## src/weigh_pkg.sv

```systemverilog
// Purpose: shared constants and types of the weighing value processor
// Assumes: 50 MHz system clock, 24-bit filtered load cell samples
// Notes: register offsets are word indices; byte address is four times
`default_nettype none
package weigh_pkg;

  // ***************************************************
  // Widths and register map
  // ***************************************************
  localparam int SAMPLE_W = 24;
  localparam int ADDR_W = 4;
  localparam int DATA_W = 32;
  localparam logic [ADDR_W-1:0] IDX_SCALE_CFG = 4'h0;
  localparam logic [ADDR_W-1:0] IDX_PORT_CFG = 4'h1;
  localparam logic [ADDR_W-1:0] IDX_CAL_ZERO = 4'h2;
  localparam logic [ADDR_W-1:0] IDX_CAPACITY = 4'h3;
  localparam logic [ADDR_W-1:0] IDX_INTERVAL = 4'h4;
  localparam logic [ADDR_W-1:0] IDX_GAIN = 4'h5;
  localparam logic [ADDR_W-1:0] IDX_STATUS = 4'h6;
  localparam logic [ADDR_W-1:0] IDX_GROSS = 4'h7;
  localparam logic [ADDR_W-1:0] IDX_TARE = 4'h8;

  // ***************************************************
  // Modes, formats and fixed factors
  // ***************************************************
  localparam logic [1:0] MODE_COUNT = 2'h0;
  localparam logic [1:0] FMT_OFF = 2'h0;
  localparam logic [1:0] FMT_LEGACY = 2'h1;
  localparam logic [1:0] FMT_MODBUS = 2'h2;
  localparam logic [1:0] FMT_SETUP = 2'h3;
  localparam logic [1:0] FRAME_8N1 = 2'h0;
  localparam logic [4:0] ADDR_MIN = 5'h01;
  localparam int HIRES_FACTOR = 10;
  localparam int GAIN_SHIFT = 16;
  localparam int PERCENT = 100;
  localparam int TENTHS = 10;
  localparam int CLK_HZ = 50000000;
  localparam int OVERSAMPLE = 16;

  // ***************************************************
  // Configuration carriers
  // ***************************************************
  typedef struct packed {
    logic save_tare;
    logic tare_en;
    logic [1:0] auto_zero_follow;
    logic [1:0] zero_range;
    logic [1:0] power_zero;
    logic [2:0] motion;
    logic [3:0] filter;
    logic hi_res;
    logic [1:0] mode;
  } scale_cfg_type;

  typedef struct packed {
    logic [4:0] address;
    logic [1:0] framing;
    logic [2:0] baud;
    logic lf_en;
    logic cr_en;
    logic checksum_en;
    logic [1:0] format;
  } port_cfg_type;

  localparam scale_cfg_type SCALE_CFG_RST = '{save_tare: 1'b1, tare_en: 1'b1,
    auto_zero_follow: 2'h0, zero_range: 2'h1, power_zero: 2'h0, motion: 3'h2,
    filter: 4'h7, hi_res: 1'b0, mode: MODE_COUNT};
  localparam port_cfg_type PORT_CFG_RST = '{address: 5'h01, framing: FRAME_8N1,
    baud: 3'h3, lf_en: 1'b1, cr_en: 1'b1, checksum_en: 1'b1, format: FMT_LEGACY};

  // Decimation (log2) per filter setting, from a 1600 per second input
  function automatic logic [2:0] decim_log2(input logic [3:0] s);
    case (s)
      4'h0: decim_log2 = 3'h0;
      4'h1: decim_log2 = 3'h1;
      4'h2: decim_log2 = 3'h2;
      4'h3: decim_log2 = 3'h3;
      4'h4, 4'h5, 4'h6: decim_log2 = 3'h4;
      default: decim_log2 = 3'h5;
    endcase
  endfunction

  // Smoothing shift; slower settings at one rate differ here
  function automatic logic [1:0] smooth_shift(input logic [3:0] s);
    case (s)
      4'h5, 4'h8: smooth_shift = 2'h1;
      4'h6: smooth_shift = 2'h2;
      4'h9: smooth_shift = 2'h3;
      default: smooth_shift = 2'h0;
    endcase
  endfunction

  // Oversampled bit divisor per baud selection
  function automatic logic [15:0] baud_div(input logic [2:0] b);
    int rate;
    case (b)
      3'h0: rate = 1200;
      3'h1: rate = 2400;
      3'h2: rate = 4800;
      3'h4: rate = 19200;
      3'h5: rate = 38400;
      3'h6: rate = 57600;
      default: rate = 9600;
    endcase
    baud_div = 16'(CLK_HZ / (OVERSAMPLE * rate));
  endfunction

endpackage
`default_nettype wire

```

## src/settle_filter.sv

```systemverilog
// Purpose: decimating and smoothing filter for raw load cell samples
// Assumes: one input sample per 1/1600 s, strobed by in_valid
// Notes: a change of setting takes effect at once, on the block under way
`timescale 1ns/1ps
`default_nettype none
module settle_filter
#(
  parameter int W = 24
)
(
  // Clock and reset
  input wire logic clock,
  input wire logic rst_n,
  // Setting
  input wire logic [3:0] setting,
  // Sample in
  input wire logic in_valid,
  input wire logic signed [W-1:0] in_data,
  // Value out
  output logic out_valid,
  output logic signed [W-1:0] out_data
);

  logic [4:0] cnt_reg, cnt_next;
  logic signed [W+5:0] sum_reg, sum_next;
  logic signed [W-1:0] y_reg, y_next;
  logic valid_reg, valid_next;
  logic signed [W+5:0] total;
  logic signed [W-1:0] avg;
  logic [4:0] last;

  // Block average, then first order smoothing
  always_comb
  begin
    cnt_next = cnt_reg;
    sum_next = sum_reg;
    y_next = y_reg;
    valid_next = 1'b0;
    last = 5'((6'h01 << weigh_pkg::decim_log2(setting)) - 6'h01);
    total = sum_reg + (W+6)'(in_data);
    avg = W'(total >>> weigh_pkg::decim_log2(setting));
    if (in_valid)
    begin
      if (cnt_reg >= last)
      begin
        cnt_next = 5'h00;
        sum_next = '0;
        y_next = y_reg + W'((avg - y_reg) >>> weigh_pkg::smooth_shift(setting));
        valid_next = 1'b1;
      end
      else
      begin
        cnt_next = cnt_reg + 5'h01;
        sum_next = total;
      end
    end
  end

  // Registers
  always_ff @(posedge clock)
  begin
    if (!rst_n)
    begin
      cnt_reg <= 5'h00;
      sum_reg <= '0;
      y_reg <= '0;
      valid_reg <= 1'b0;
    end
    else
    begin
      cnt_reg <= cnt_next;
      sum_reg <= sum_next;
      y_reg <= y_next;
      valid_reg <= valid_next;
    end
  end

  assign out_valid = valid_reg;
  assign out_data = y_reg;

endmodule
`default_nettype wire

```

## src/weighing_value_processor.sv

```systemverilog
// Purpose: turns filtered load cell samples into count, weight or force
// Assumes: samples synchronous to CLOCK; nonvolatile store is outside
// Notes: registers on a plain strobe port, read data one cycle later
// Operation
// - Increased resolution gives ten times finer output in weigh/force mode only, off by default.
// - The filter setting runs 0 to 9, default 7, with the printed output rates.
// - The motion window is off, 0.3e, 0.5e, 1e or 2e, or off, 60, 100, 200, 400 counts in count mode.
// - Power-on zeroing at 2% or 10% acts only if drift from calibrated zero is inside the window.
// - A zero command acts only when stable and inside the 2%, 20% or 40% zeroing range.
// - Zero tracking of 0.5e, 1e or 3e acts only inside the zeroing range, never in count mode.
// - A tare command tares only with tare enabled, positive gross and no motion, repeatedly.
// - With save-tare on in weigh/force mode, the tare survives power off and start-up is in net mode.
// - Port format is off, legacy ASCII or Modbus RTU, default set by the variant.
// - A setup link is served in any format, then the saved format resumes.
// - The checksum is used in legacy ASCII format only when enabled.
// - Carriage return and line feed are each switchable, both on by default.
// - Baud rate is 1200 to 57600, default 9600, the same at both ends.
// - Framing is 8N1 by default, or 7 data bits with odd or even parity.
// - Slave address runs 1 to 31, default 1, and 0 means no address in frames.
// - Modbus RTU forces 8N1 framing and an address from 1 to 31.
`timescale 1ns/1ps
`default_nettype none
module weighing_value_processor
#(
  parameter int W = 24,
  parameter bit MODBUS_VARIANT = 1'b0
)
(
  // Clock and reset
  input wire logic CLOCK,
  input wire logic RST_N,
  // Register port
  input wire logic [weigh_pkg::ADDR_W-1:0] REG_ADDR,
  input wire logic [weigh_pkg::DATA_W-1:0] REG_WDATA,
  input wire logic REG_WR,
  input wire logic REG_RD,
  output logic [weigh_pkg::DATA_W-1:0] REG_RDATA,
  // Sample stream
  input wire logic SAMPLE_VALID,
  input wire logic signed [W-1:0] SAMPLE_DATA,
  // Host commands
  input wire logic ZERO_CMD,
  input wire logic TARE_CMD,
  input wire logic SETUP_ACTIVE,
  // Stored tare
  input wire logic signed [W-1:0] STORED_TARE,
  output logic signed [W-1:0] TARE_TO_STORE,
  // Values
  output logic VALUE_VALID,
  output logic signed [weigh_pkg::DATA_W-1:0] VALUE_DATA,
  output logic STABLE,
  output logic NET_MODE,
  // Serial port setup
  output logic [1:0] PORT_FORMAT,
  output logic CHECKSUM_ON,
  output logic CR_ON,
  output logic LF_ON,
  output logic [15:0] BAUD_DIVISOR,
  output logic [1:0] FRAMING,
  output logic [4:0] SLAVE_ADDR,
  output logic ADDR_IN_FRAME
);

  // ***************************************************
  // Decoding helpers
  // ***************************************************

  function automatic logic [W:0] mag(input logic signed [W:0] d);
    mag = d[W] ? -d : d;
  endfunction

  // Deviation inside a percentage of capacity
  function automatic logic in_pct(input logic signed [W:0] d,
                                  input logic [W-1:0] cap,
                                  input logic [5:0] pct);
    in_pct = (48'(mag(d)) * 48'(weigh_pkg::PERCENT)) <= (48'(cap) * 48'(pct));
  endfunction

  // Deviation inside a window given in tenths of an interval
  function automatic logic in_e(input logic signed [W:0] d,
                                input logic [W-1:0] intv,
                                input logic [4:0] tenths);
    in_e = (48'(mag(d)) * 48'(weigh_pkg::TENTHS)) <= (48'(intv) * 48'(tenths));
  endfunction

  // ***************************************************
  // State
  // ***************************************************
  typedef enum {ST_POWER_UP, ST_RUN} phase_type;

  weigh_pkg::scale_cfg_type cfg_reg, cfg_next;
  weigh_pkg::port_cfg_type port_reg, port_next;
  logic signed [W-1:0] cal_zero_reg, cal_zero_next;
  logic [W-1:0] cap_reg, cap_next, intv_reg, intv_next;
  logic [15:0] gain_reg, gain_next;
  logic [weigh_pkg::DATA_W-1:0] rdata_reg, rdata_next;
  phase_type phase_reg, phase_next;
  logic signed [W-1:0] prev_reg, prev_next, cur_reg, cur_next;
  logic signed [W-1:0] zero_reg, zero_next, tare_reg, tare_next;
  logic stable_reg, stable_next, net_reg, net_next, pz_hit_reg, pz_hit_next;
  logic vvalid_reg, vvalid_next;
  logic signed [weigh_pkg::DATA_W-1:0] value_reg, value_next;
  logic [1:0] fmt_reg, fmt_next, frame_reg, frame_next;
  logic cks_reg, cks_next, cr_reg, cr_next, lf_reg, lf_next, aen_reg, aen_next;
  logic [15:0] div_reg, div_next;
  logic [4:0] addr_reg, addr_next;

  logic f_valid;
  logic signed [W-1:0] f_data;
  logic count_mode;
  logic signed [W:0] gross, drift, step, shown;
  logic signed [47:0] scaled;
  logic [5:0] zr_pct, pz_pct;
  logic [8:0] mcount;
  logic [4:0] mtenths, atenths;
  logic motion_ok, range_ok;

  // ***************************************************
  // Filter stage
  // ***************************************************

  settle_filter #(.W(W)) filter_inst
  (
    .clock(CLOCK),
    .rst_n(RST_N),
    .setting(cfg_reg.filter),
    .in_valid(SAMPLE_VALID),
    .in_data(SAMPLE_DATA),
    .out_valid(f_valid),
    .out_data(f_data)
  );

  // ***************************************************
  // Register port
  // ***************************************************

  // Writes and read data; unmapped reads give zero
  always_comb
  begin
    cfg_next = cfg_reg;
    port_next = port_reg;
    cal_zero_next = cal_zero_reg;
    cap_next = cap_reg;
    intv_next = intv_reg;
    gain_next = gain_reg;
    rdata_next = '0;
    if (REG_WR)
    begin
      case (REG_ADDR)
        weigh_pkg::IDX_SCALE_CFG:
        begin
          cfg_next = weigh_pkg::scale_cfg_type'(REG_WDATA[17:0]);
          if (REG_WDATA[6:3] > 4'h9)
            cfg_next.filter = cfg_reg.filter;
        end
        weigh_pkg::IDX_PORT_CFG: port_next = weigh_pkg::port_cfg_type'(REG_WDATA[14:0]);
        weigh_pkg::IDX_CAL_ZERO: cal_zero_next = REG_WDATA[W-1:0];
        weigh_pkg::IDX_CAPACITY: cap_next = REG_WDATA[W-1:0];
        weigh_pkg::IDX_INTERVAL: intv_next = REG_WDATA[W-1:0];
        weigh_pkg::IDX_GAIN: gain_next = REG_WDATA[15:0];
        default: ;
      endcase
    end
    if (REG_RD)
    begin
      case (REG_ADDR)
        weigh_pkg::IDX_SCALE_CFG: rdata_next = 32'(cfg_reg);
        weigh_pkg::IDX_PORT_CFG: rdata_next = 32'(port_reg);
        weigh_pkg::IDX_CAL_ZERO: rdata_next = 32'(unsigned'(cal_zero_reg));
        weigh_pkg::IDX_CAPACITY: rdata_next = 32'(cap_reg);
        weigh_pkg::IDX_INTERVAL: rdata_next = 32'(intv_reg);
        weigh_pkg::IDX_GAIN: rdata_next = 32'(gain_reg);
        weigh_pkg::IDX_STATUS:
          rdata_next = {28'h0000000, phase_reg == ST_RUN, pz_hit_reg, net_reg, stable_reg};
        weigh_pkg::IDX_GROSS: rdata_next = 32'(signed'(gross));
        weigh_pkg::IDX_TARE: rdata_next = 32'(signed'(tare_reg));
        default: rdata_next = '0;
      endcase
    end
  end

  // Configuration registers
  always_ff @(posedge CLOCK)
  begin
    if (!RST_N)
    begin
      cfg_reg <= weigh_pkg::SCALE_CFG_RST;
      port_reg <= weigh_pkg::PORT_CFG_RST;
      if (MODBUS_VARIANT)
        port_reg.format <= weigh_pkg::FMT_MODBUS;
      cal_zero_reg <= '0;
      cap_reg <= '0;
      intv_reg <= '0;
      gain_reg <= 16'h0000;
      rdata_reg <= '0;
    end
    else
    begin
      cfg_reg <= cfg_next;
      port_reg <= port_next;
      cal_zero_reg <= cal_zero_next;
      cap_reg <= cap_next;
      intv_reg <= intv_next;
      gain_reg <= gain_next;
      rdata_reg <= rdata_next;
    end
  end

  // ***************************************************
  // Window decoding
  // ***************************************************

  // Percentages, counts and tenths per selection
  always_comb
  begin
    count_mode = cfg_reg.mode == weigh_pkg::MODE_COUNT;
    gross = (W+1)'(cur_reg) - (W+1)'(zero_reg);
    drift = (W+1)'(cur_reg) - (W+1)'(cal_zero_reg);
    step = (W+1)'(f_data) - (W+1)'(prev_reg);
    case (cfg_reg.zero_range)
      2'h1: zr_pct = 6'd2;
      2'h2: zr_pct = 6'd20;
      2'h3: zr_pct = 6'd40;
      default: zr_pct = 6'd0;
    endcase
    pz_pct = (cfg_reg.power_zero == 2'h1) ? 6'd2 : 6'd10;
    case (cfg_reg.motion)
      3'h1: {mcount, mtenths} = {9'd60, 5'd3};
      3'h2: {mcount, mtenths} = {9'd100, 5'd5};
      3'h3: {mcount, mtenths} = {9'd200, 5'd10};
      default: {mcount, mtenths} = {9'd400, 5'd20};
    endcase
    case (cfg_reg.auto_zero_follow)
      2'h1: atenths = 5'd5;
      2'h2: atenths = 5'd10;
      default: atenths = 5'd30;
    endcase
    if (cfg_reg.motion == 3'h0)
      motion_ok = 1'b1;
    else if (count_mode)
      motion_ok = mag(step) <= (W+1)'(mcount);
    else
      motion_ok = in_e(step, intv_reg, mtenths);
    range_ok = (zr_pct != 6'd0) && in_pct(drift, cap_reg, zr_pct);
  end

  // ***************************************************
  // Zero, tare and value path
  // ***************************************************

  // Next values of the processing state
  always_comb
  begin
    phase_next = phase_reg;
    prev_next = prev_reg;
    cur_next = cur_reg;
    zero_next = zero_reg;
    tare_next = tare_reg;
    net_next = net_reg;
    stable_next = stable_reg;
    pz_hit_next = pz_hit_reg;
    vvalid_next = 1'b0;
    value_next = value_reg;
    if (f_valid)
    begin
      prev_next = f_data;
      cur_next = f_data;
      stable_next = motion_ok;
    end
    case (phase_reg)
      ST_POWER_UP:
      begin
        zero_next = cal_zero_reg;
        if (f_valid)
        begin
          phase_next = ST_RUN;
          if (!count_mode && cfg_reg.power_zero != 2'h0 &&
              in_pct((W+1)'(f_data) - (W+1)'(cal_zero_reg), cap_reg, pz_pct))
          begin
            zero_next = f_data;
            pz_hit_next = 1'b1;
          end
          // restore tare, start in net mode
          if (!count_mode && cfg_reg.save_tare)
          begin
            tare_next = STORED_TARE;
            net_next = 1'b1;
          end
        end
      end
      ST_RUN:
      begin
        if (f_valid && !count_mode && cfg_reg.auto_zero_follow != 2'h0 && stable_reg &&
            range_ok && gross != '0 && in_e(gross, intv_reg, atenths))
          zero_next = cur_reg;
        // command zero needs stable and range
        if (ZERO_CMD && stable_reg && range_ok)
          zero_next = cur_reg;
        // tare needs positive gross, no motion
        if (TARE_CMD && cfg_reg.tare_en && !count_mode && stable_reg &&
            !gross[W] && gross != '0)
        begin
          tare_next = W'(gross);
          net_next = 1'b1;
        end
        vvalid_next = f_valid;
      end
      default: phase_next = ST_POWER_UP;
    endcase
    shown = net_reg ? gross - (W+1)'(tare_reg) : gross;
    scaled = (48'(shown) * 48'(signed'({1'b0, gain_reg}))) >>> weigh_pkg::GAIN_SHIFT;
    // ten times finer, never in count mode
    if (cfg_reg.hi_res)
      scaled = scaled * 48'(weigh_pkg::HIRES_FACTOR);
    if (f_valid)
      value_next = count_mode ? 32'(f_data) : scaled[31:0];
  end

  // Processing registers
  always_ff @(posedge CLOCK)
  begin
    if (!RST_N)
    begin
      phase_reg <= ST_POWER_UP;
      prev_reg <= '0;
      cur_reg <= '0;
      zero_reg <= '0;
      tare_reg <= '0;
      net_reg <= 1'b0;
      stable_reg <= 1'b0;
      pz_hit_reg <= 1'b0;
      vvalid_reg <= 1'b0;
      value_reg <= '0;
    end
    else
    begin
      phase_reg <= phase_next;
      prev_reg <= prev_next;
      cur_reg <= cur_next;
      zero_reg <= zero_next;
      tare_reg <= tare_next;
      net_reg <= net_next;
      stable_reg <= stable_next;
      pz_hit_reg <= pz_hit_next;
      vvalid_reg <= vvalid_next;
      value_reg <= value_next;
    end
  end

  // ***************************************************
  // Serial port setup
  // ***************************************************

  // Effective port settings, recomputed every cycle
  always_comb
  begin
    // setup link overrides, saved format resumes
    fmt_next = SETUP_ACTIVE ? weigh_pkg::FMT_SETUP : port_reg.format;
    cks_next = port_reg.checksum_en && (port_reg.format == weigh_pkg::FMT_LEGACY);
    cr_next = port_reg.cr_en;
    lf_next = port_reg.lf_en;
    div_next = weigh_pkg::baud_div(port_reg.baud);
    frame_next = port_reg.framing;
    addr_next = port_reg.address;
    aen_next = port_reg.address != 5'h00;
    // Modbus forces 8N1 and a real address
    if (port_reg.format == weigh_pkg::FMT_MODBUS)
    begin
      frame_next = weigh_pkg::FRAME_8N1;
      if (port_reg.address == 5'h00)
        addr_next = weigh_pkg::ADDR_MIN;
      aen_next = 1'b1;
    end
  end

  // Port setting registers
  always_ff @(posedge CLOCK)
  begin
    if (!RST_N)
    begin
      fmt_reg <= weigh_pkg::FMT_OFF;
      cks_reg <= 1'b0;
      cr_reg <= 1'b0;
      lf_reg <= 1'b0;
      div_reg <= 16'h0000;
      frame_reg <= weigh_pkg::FRAME_8N1;
      addr_reg <= 5'h00;
      aen_reg <= 1'b0;
    end
    else
    begin
      fmt_reg <= fmt_next;
      cks_reg <= cks_next;
      cr_reg <= cr_next;
      lf_reg <= lf_next;
      div_reg <= div_next;
      frame_reg <= frame_next;
      addr_reg <= addr_next;
      aen_reg <= aen_next;
    end
  end

  // Outputs straight from flops
  assign REG_RDATA = rdata_reg;
  assign TARE_TO_STORE = tare_reg;
  assign VALUE_VALID = vvalid_reg;
  assign VALUE_DATA = value_reg;
  assign STABLE = stable_reg;
  assign NET_MODE = net_reg;
  assign PORT_FORMAT = fmt_reg;
  assign CHECKSUM_ON = cks_reg;
  assign CR_ON = cr_reg;
  assign LF_ON = lf_reg;
  assign BAUD_DIVISOR = div_reg;
  assign FRAMING = frame_reg;
  assign SLAVE_ADDR = addr_reg;
  assign ADDR_IN_FRAME = aen_reg;

endmodule
`default_nettype wire
```

## config.mk

```make
export PLATFORM = sky130hd
export DESIGN_NAME = weighing_value_processor
export DESIGN_NICKNAME = d
export VERILOG_FILES = /design/src/weigh_pkg.sv /design/src/settle_filter.sv /design/src/weighing_value_processor.sv
export SDC_FILE = /design/constraint.sdc
export NUM_CORES = 2
export LEC_CHECK = 0
export ABC_AREA = 0
export BUFFER_PORTS_ARGS = -buffer_cell sky130_fd_sc_hd__buf_2
export CORE_MARGIN = 10
export CORE_UTILIZATION = 40
export CTS_BUF_LIST = sky130_fd_sc_hd__clkbuf_16
export CTS_CLUSTER_DIAMETER = 200
export DETAILED_ROUTE_END_ITERATION = 10
export MAX_ROUTING_LAYER = met4
export PLACE_DENSITY_LB_ADDON = 0.15
export SLEW_MARGIN = 20
export SYNTH_ARGS = -nofsm -noshare
export SYNTH_HDL_FRONTEND = slang
export SYNTH_SLANG_ARGS = --single-unit
```

## constraint.sdc

```tcl
create_clock -name CLOCK -period 68 [get_ports CLOCK]
set_input_delay 13.6 -clock CLOCK [delete_from_list [all_inputs] [get_ports CLOCK]]
set_output_delay 13.6 -clock CLOCK [all_outputs]
set_load 0.01 [all_outputs]
```

**After elaboration in Yosys (flattened, before gate mapping)**

Index checks and enable logic that the tools add are counted.

- Register bits: 382
- Input bits: 92
- Output and inout port bits: 120
- Word-level logic and storage cells: 211

- Add/subtract/negate cells: 14
- Multipliers: 10
- Divide/modulo/power cells: 1
- $lt $le $gt $ge: 7
- Equality and inequality tests: 38
- Shift-type cells: 3
- Mux-type cells: 42
- Bitwise logic cells: 3
- Reductions and logical operators: 51

Operators with widths:

| cell | count |
|---|---|
| $pmux 32 s9 | 1 |
| $mux 24 | 7 |
| $mux 25 | 5 |
| $neg 25->25 | 4 |
| $sub 24x24->25 | 4 |
| $mux 32 | 3 |
| $pmux 16 s6 | 1 |
| $pmux 24 s2 | 2 |
| $pmux 32 s2 | 1 |
| $mul 25x5->30 const B | 2 |
| $le 29x29->1 | 2 |
| $mul 24x5->29 | 2 |
| $mul 25x3->28 const B | 2 |
| $mul 25x17->42 | 1 |
| $div 27x32->32 const A | 1 |
| $eq 32x1->1 const B | 1 |
| $eq 32x2->1 const B | 1 |
| $le 32x28->1 | 1 |
| $le 32x30->1 | 1 |
| $logic_not 32->1 | 1 |
| $add 30x24->30 | 1 |
| $mul 24x6->30 | 1 |
| $mul 26x4->30 const B | 1 |
| $mux 30 | 1 |
| other kinds (51) | 122 |

**Depth between registers and ports, before layout**

- Depth in word-level cells: 12
- Mapped depth: 179

**Hierarchy**

From an unflattened synthesis, not the netlist that was laid out.

- Cells, all modules: 8983
- Area, all modules: 72205.5 sq um

By module, submodules not included:

| module | instances | cells each | area an instance (sq um) | seq. area each (sq um) |
|---|---|---|---|---|
| weighing_value_processor | 1 | 7983 | 64861.0 | 5665.4 |
| settle_filter | 1 | 1000 | 7344.5 | 1181.1 |

**Worst setup path after synthesis**

Ideal clock, no wire load.

- Kind: flip-flop to flip-flop
- Start point: register port_reg[7] in the netlist's numbering
- End point: register div_reg[1], in the netlist BAUD_DIVISOR[1]
- Setup time: 117 ps
- Arrival: 33727 ps
- Setup slack: 34156 ps
- Cell stages (with the launch flop): 158
- Cell sequence: dfxtp_1 > buf_2 > nor2_2 > clkbuf_1 > clkbuf_1 > buf_1 > xnor2_1 > ha_1 > and2_1 > o2111a_1 > nor3_1 > clkbuf_1 > nor3_1 > a21oi_1 > inv_1 > ha_1 > a211oi_1 > o221ai_1 > (+122 left out) > clkbuf_1 > o21ai_0 > ha_1 > a31oi_1 > a21oi_1 > nor2_1 > nand4_1 > nor4_4 > nand2_1 > mux2_2 > ha_1 > nand3_1 > nor3_1 > a211oi_1 > o21ai_0 > a31oi_1 > o2111ai_1 > a22o_1

- Cells in the longest elaborated chain, start to end: 3
- Elaborated cells on any way between the ends: 8

Ends and longest elaborated chain:

| element | RTL line | RTL |
|---|---|---|
| start, declared | weighing_value_processor.sv:92 | `weigh_pkg::port_cfg_type port_reg, port_next;` |
| start signal, assigned | weighing_value_processor.sv:188 | `port_reg <= weigh_pkg::PORT_CFG_RST;` |
| start signal, assigned | weighing_value_processor.sv:200 | `port_reg <= port_next;` |
| $eq 3x3->1 (tied with other cells) | weigh_pkg.sv:96 | `case (b)` |
| $pmux 16 s6 (*) | weigh_pkg.sv:96 |  |
| $div 27x32->32 (*) | weigh_pkg.sv:105 | `baud_div = 16'(CLK_HZ / (OVERSAMPLE * rate));` |
| end signal, assigned | weighing_value_processor.sv:396 | `div_reg <= div_next;` |
| end, declared | weighing_value_processor.sv:105 | `logic [15:0] div_reg, div_next;` |

Every way passes the cells marked *; elsewhere a longest branch is shown, timed or not.
A chain may end at the register's enable or synchronous reset.

**Final worst setup path**

- Start point: register port_reg[5] in the netlist's numbering
- End point: register div_reg[1], in the netlist BAUD_DIVISOR[1]

Same word-level chain as after synthesis.

==> reports/results.tsv <==
metric	value	unit
IO Pins	212	
clk_lat worst skew	0.65	ns
RSZ-0062 raised after global routing	false	
initial core utilization	40.3	%
layout cells sized above 1	6.43	%
Max stage delay on crit path	0.87	ns
Main synth FF type	dfxtp_1	
Tightest Hold Check Type	flip-flop to flip-flop	
synth unique cells	117	
Net Sw Power	1.20	mW
CP Class	flip-flop to flip-flop	
Crit Path Max Fanout	34	
Final Critical Period	40.43	ns
CTS hold repair buffers	0	
wire per inst	20.7	microns
largest net degree at the start of global routing	146	
register bit total from synthesis	342	
Int Power	1.03	mW
CTS Buf Count	44	
worst path arrival time	40.94	ns
most common cell after layout, fill and taps aside	inv_1	
Relative slew margins	22.3	%
Total Power	2.24	mW
Crit. End Element	flip-flop	
sequential share of power	9.4	%
max-cap viol count	0	
number of port buffers	203	
final period utilization	59.5	%
most frequent cells in the layout	inv_1 (1,218), ha_1 (1,059), nand2_1 (864)	
layout net count	10800	
initial antenna violation count	16	
routability cong.	0.946	
area delta synth->final	7.51	%
Post-route DRC	0	
clock transition at the registers of the reported paths	0.07	ns
Die H	442	microns
vias in the first global route	62500	
TritonCTS clock tree	done	
critical path data required time	68.51	ns
Post-synth EDFFs	0	
slowest library cell on the worst path	a21boi_1	
final wirelength	236	mm
clock sinks	342	
max reg flops	31	
Avg Inst Size Synth	7.97	sq um
register area share after synthesis	9.61	%
Post-DP Area	75100	sq um
setup repair bufs after CTS	0	
vias per cell	5.49	
clock skew	0.0299	ns
Die ar.	195000	sq um
synth warn	0	
post-cts sizing count	0	
first-pass GRT wire length	367	mm
CTS max path bufs	3	
routed vias	62300	
first-pass iteration count of the detailed router	7	
status	complete, no violations	
setup TNS	0	ns
Synth Instances	8938	
clock network power share	10.6	%
standard-cell row count	154	
crit path launch type	flip-flop	
ANT nets after route	0	
f_max	24.7	MHz
LEAKAGE	36.6	nW
# setup viols final	0	
Switching Share	53.8	%
post-layout instance area	76600	sq um
Core Area	177000	sq um
Top cell by count, worst path	ha_1	
ys async rst share	0	%
combinational power share	80.0	%
Cell Area, Synth	71200	sq um
Die X	442	microns
clock root cell	clkbuf_16	
Fin. Hold Viols	0	
final core occ	43.3	%
CTS HTree Levels	2	
GRT Overall Usage	24.2	%
Worst Tran Pin Value	1.16	ns
total gr overflow	0	
Max Slew Vio Count	0	
Pwr Density	29.2	nW/um^2
DP HPWL	190	mm
VDD IR-drop max	0.104	mV
Iter 0 DRT Violations	4178	
[layout make-up]
| cell class | instances | area [sq um] |
|---|---|---|
| fill | 18000 | 100000 |
| antenna | 12 | 30.0 |
| tap | 2340 | 2930 |
| clock inverter | 36 | 278 |
| sequential | 342 | 6860 |
| multi-input combinational | 7008 | 58600 |
| clock buffer | 45 | 1130 |
| timing repair buffer | 360 | 2210 |
| inverter | 1218 | 4580 |
[worst paths after layout]
check | startpoint | cells past startpoint | endpoint | slack [ns]
setup reg to reg | port_reg[5] | 148 | BAUD_DIVISOR[1] | 27.57
hold reg to reg | filter_inst.sum_reg[4] | 2 | filter_inst.sum_reg[4] | 0.47
setup / recovery | port_reg[5] | 148 | BAUD_DIVISOR[1] | 27.57
hold / removal | filter_inst.sum_reg[4] | 2 | filter_inst.sum_reg[4] | 0.47
[critical path: cells and delay by family (launching register included)]
kind / cells / cell delay (ns)
AOI/OAI and AO/OA: 79 / 21.89
xor gates and xnor gates: 1 / 0.15
buffers and inverters: 13 / 3.20
adders and majority gates: 16 / 5.61
DFF: 1 / 0.37
and+or+nand+nor: 34 / 6.92
muxes: 5 / 2.04
[per-layer routing]
layer | part of all wire (%) | track usage [%] | wire (microns)
met5 | 0 | - | 0
met4 | 4.1 | 8.72 | 9620
met3 | 4.9 | 2.72 | 11600
met2 | 47 | 40.0 | 111000
met1 | 44 | 30.5 | 103000
[power groups by stage]
stage	Combinational, mW	Clock [mW]	Sequential [mW]
final	1.79	0.238	0.210
after CTS	1.77	0.243	0.210
after floorplan	1.36	0	0.213
after global routing	2.00	0.249	0.210
after global placement	1.74	0	0.214
after detailed placement	1.76	0	0.214
[synth_stat cells, types with 14 or more instances]
library cell	instances	share of area, %
a211oi_1	101	1.1
a21boi_0	22	0.23
a21o_1	189	2.0
a21oi_1	717	5.0
a221oi_1	27	0.33
a222oi_1	22	0.31
a22o_1	21	0.26
a22oi_1	14	0.15
a31oi_1	59	0.52
and2_1	349	3.1
and3_1	64	0.56
buf_1	31	0.16
buf_2	18	0.13
clkbuf_1	313	1.6
dfxtp_1	342	9.6
fa_1	640	18
ha_1	1059	19
inv_1	1212	6.4
mux2_2	30	0.47
mux2i_1	217	3.0
nand2_1	864	4.6
nand2b_1	175	1.5
nand3_1	116	0.82
nand4_1	59	0.52
nor2_1	527	2.8
nor2b_1	134	1.2
nor3_1	84	0.59
nor4_1	27	0.24
o211ai_1	35	0.37
o21a_1	34	0.36
o21ai_0	363	2.6
o21bai_1	143	1.5
o31ai_1	25	0.26
or2_2	14	0.12
or3_1	43	0.38
xnor2_1	357	4.4
xor2_1	195	2.4
[kinds of logic (layout without fill, tap and decap cells)]
logic type      count (synthesis)  count (layout)  share of synthesized area, %
mux                           251             251                          3.62
simple gates                 2540            2540                          17.4
fa+ha+maj                    1699            1699                          36.6
compound gates               1962            1962                          17.5
other cells                     1              16                       0.00527
xor+xnor                      552             552                          6.79
buf+inv                      1591            1659                          8.49
flops                         342             342                          9.61
[through the flow]
step	hold slack, ns	worst slack, ns	std cells
after global routing	0.490	25.27	11400
final	0.470	27.57	11400
after global placement	0.454	28.57	11300
after CTS	0.472	28.23	11300
after floorplan	0.441	34.16	8941
after detailed placement	0.453	28.40	11300
Note: power is estimated with default switching activity, not from simulation.
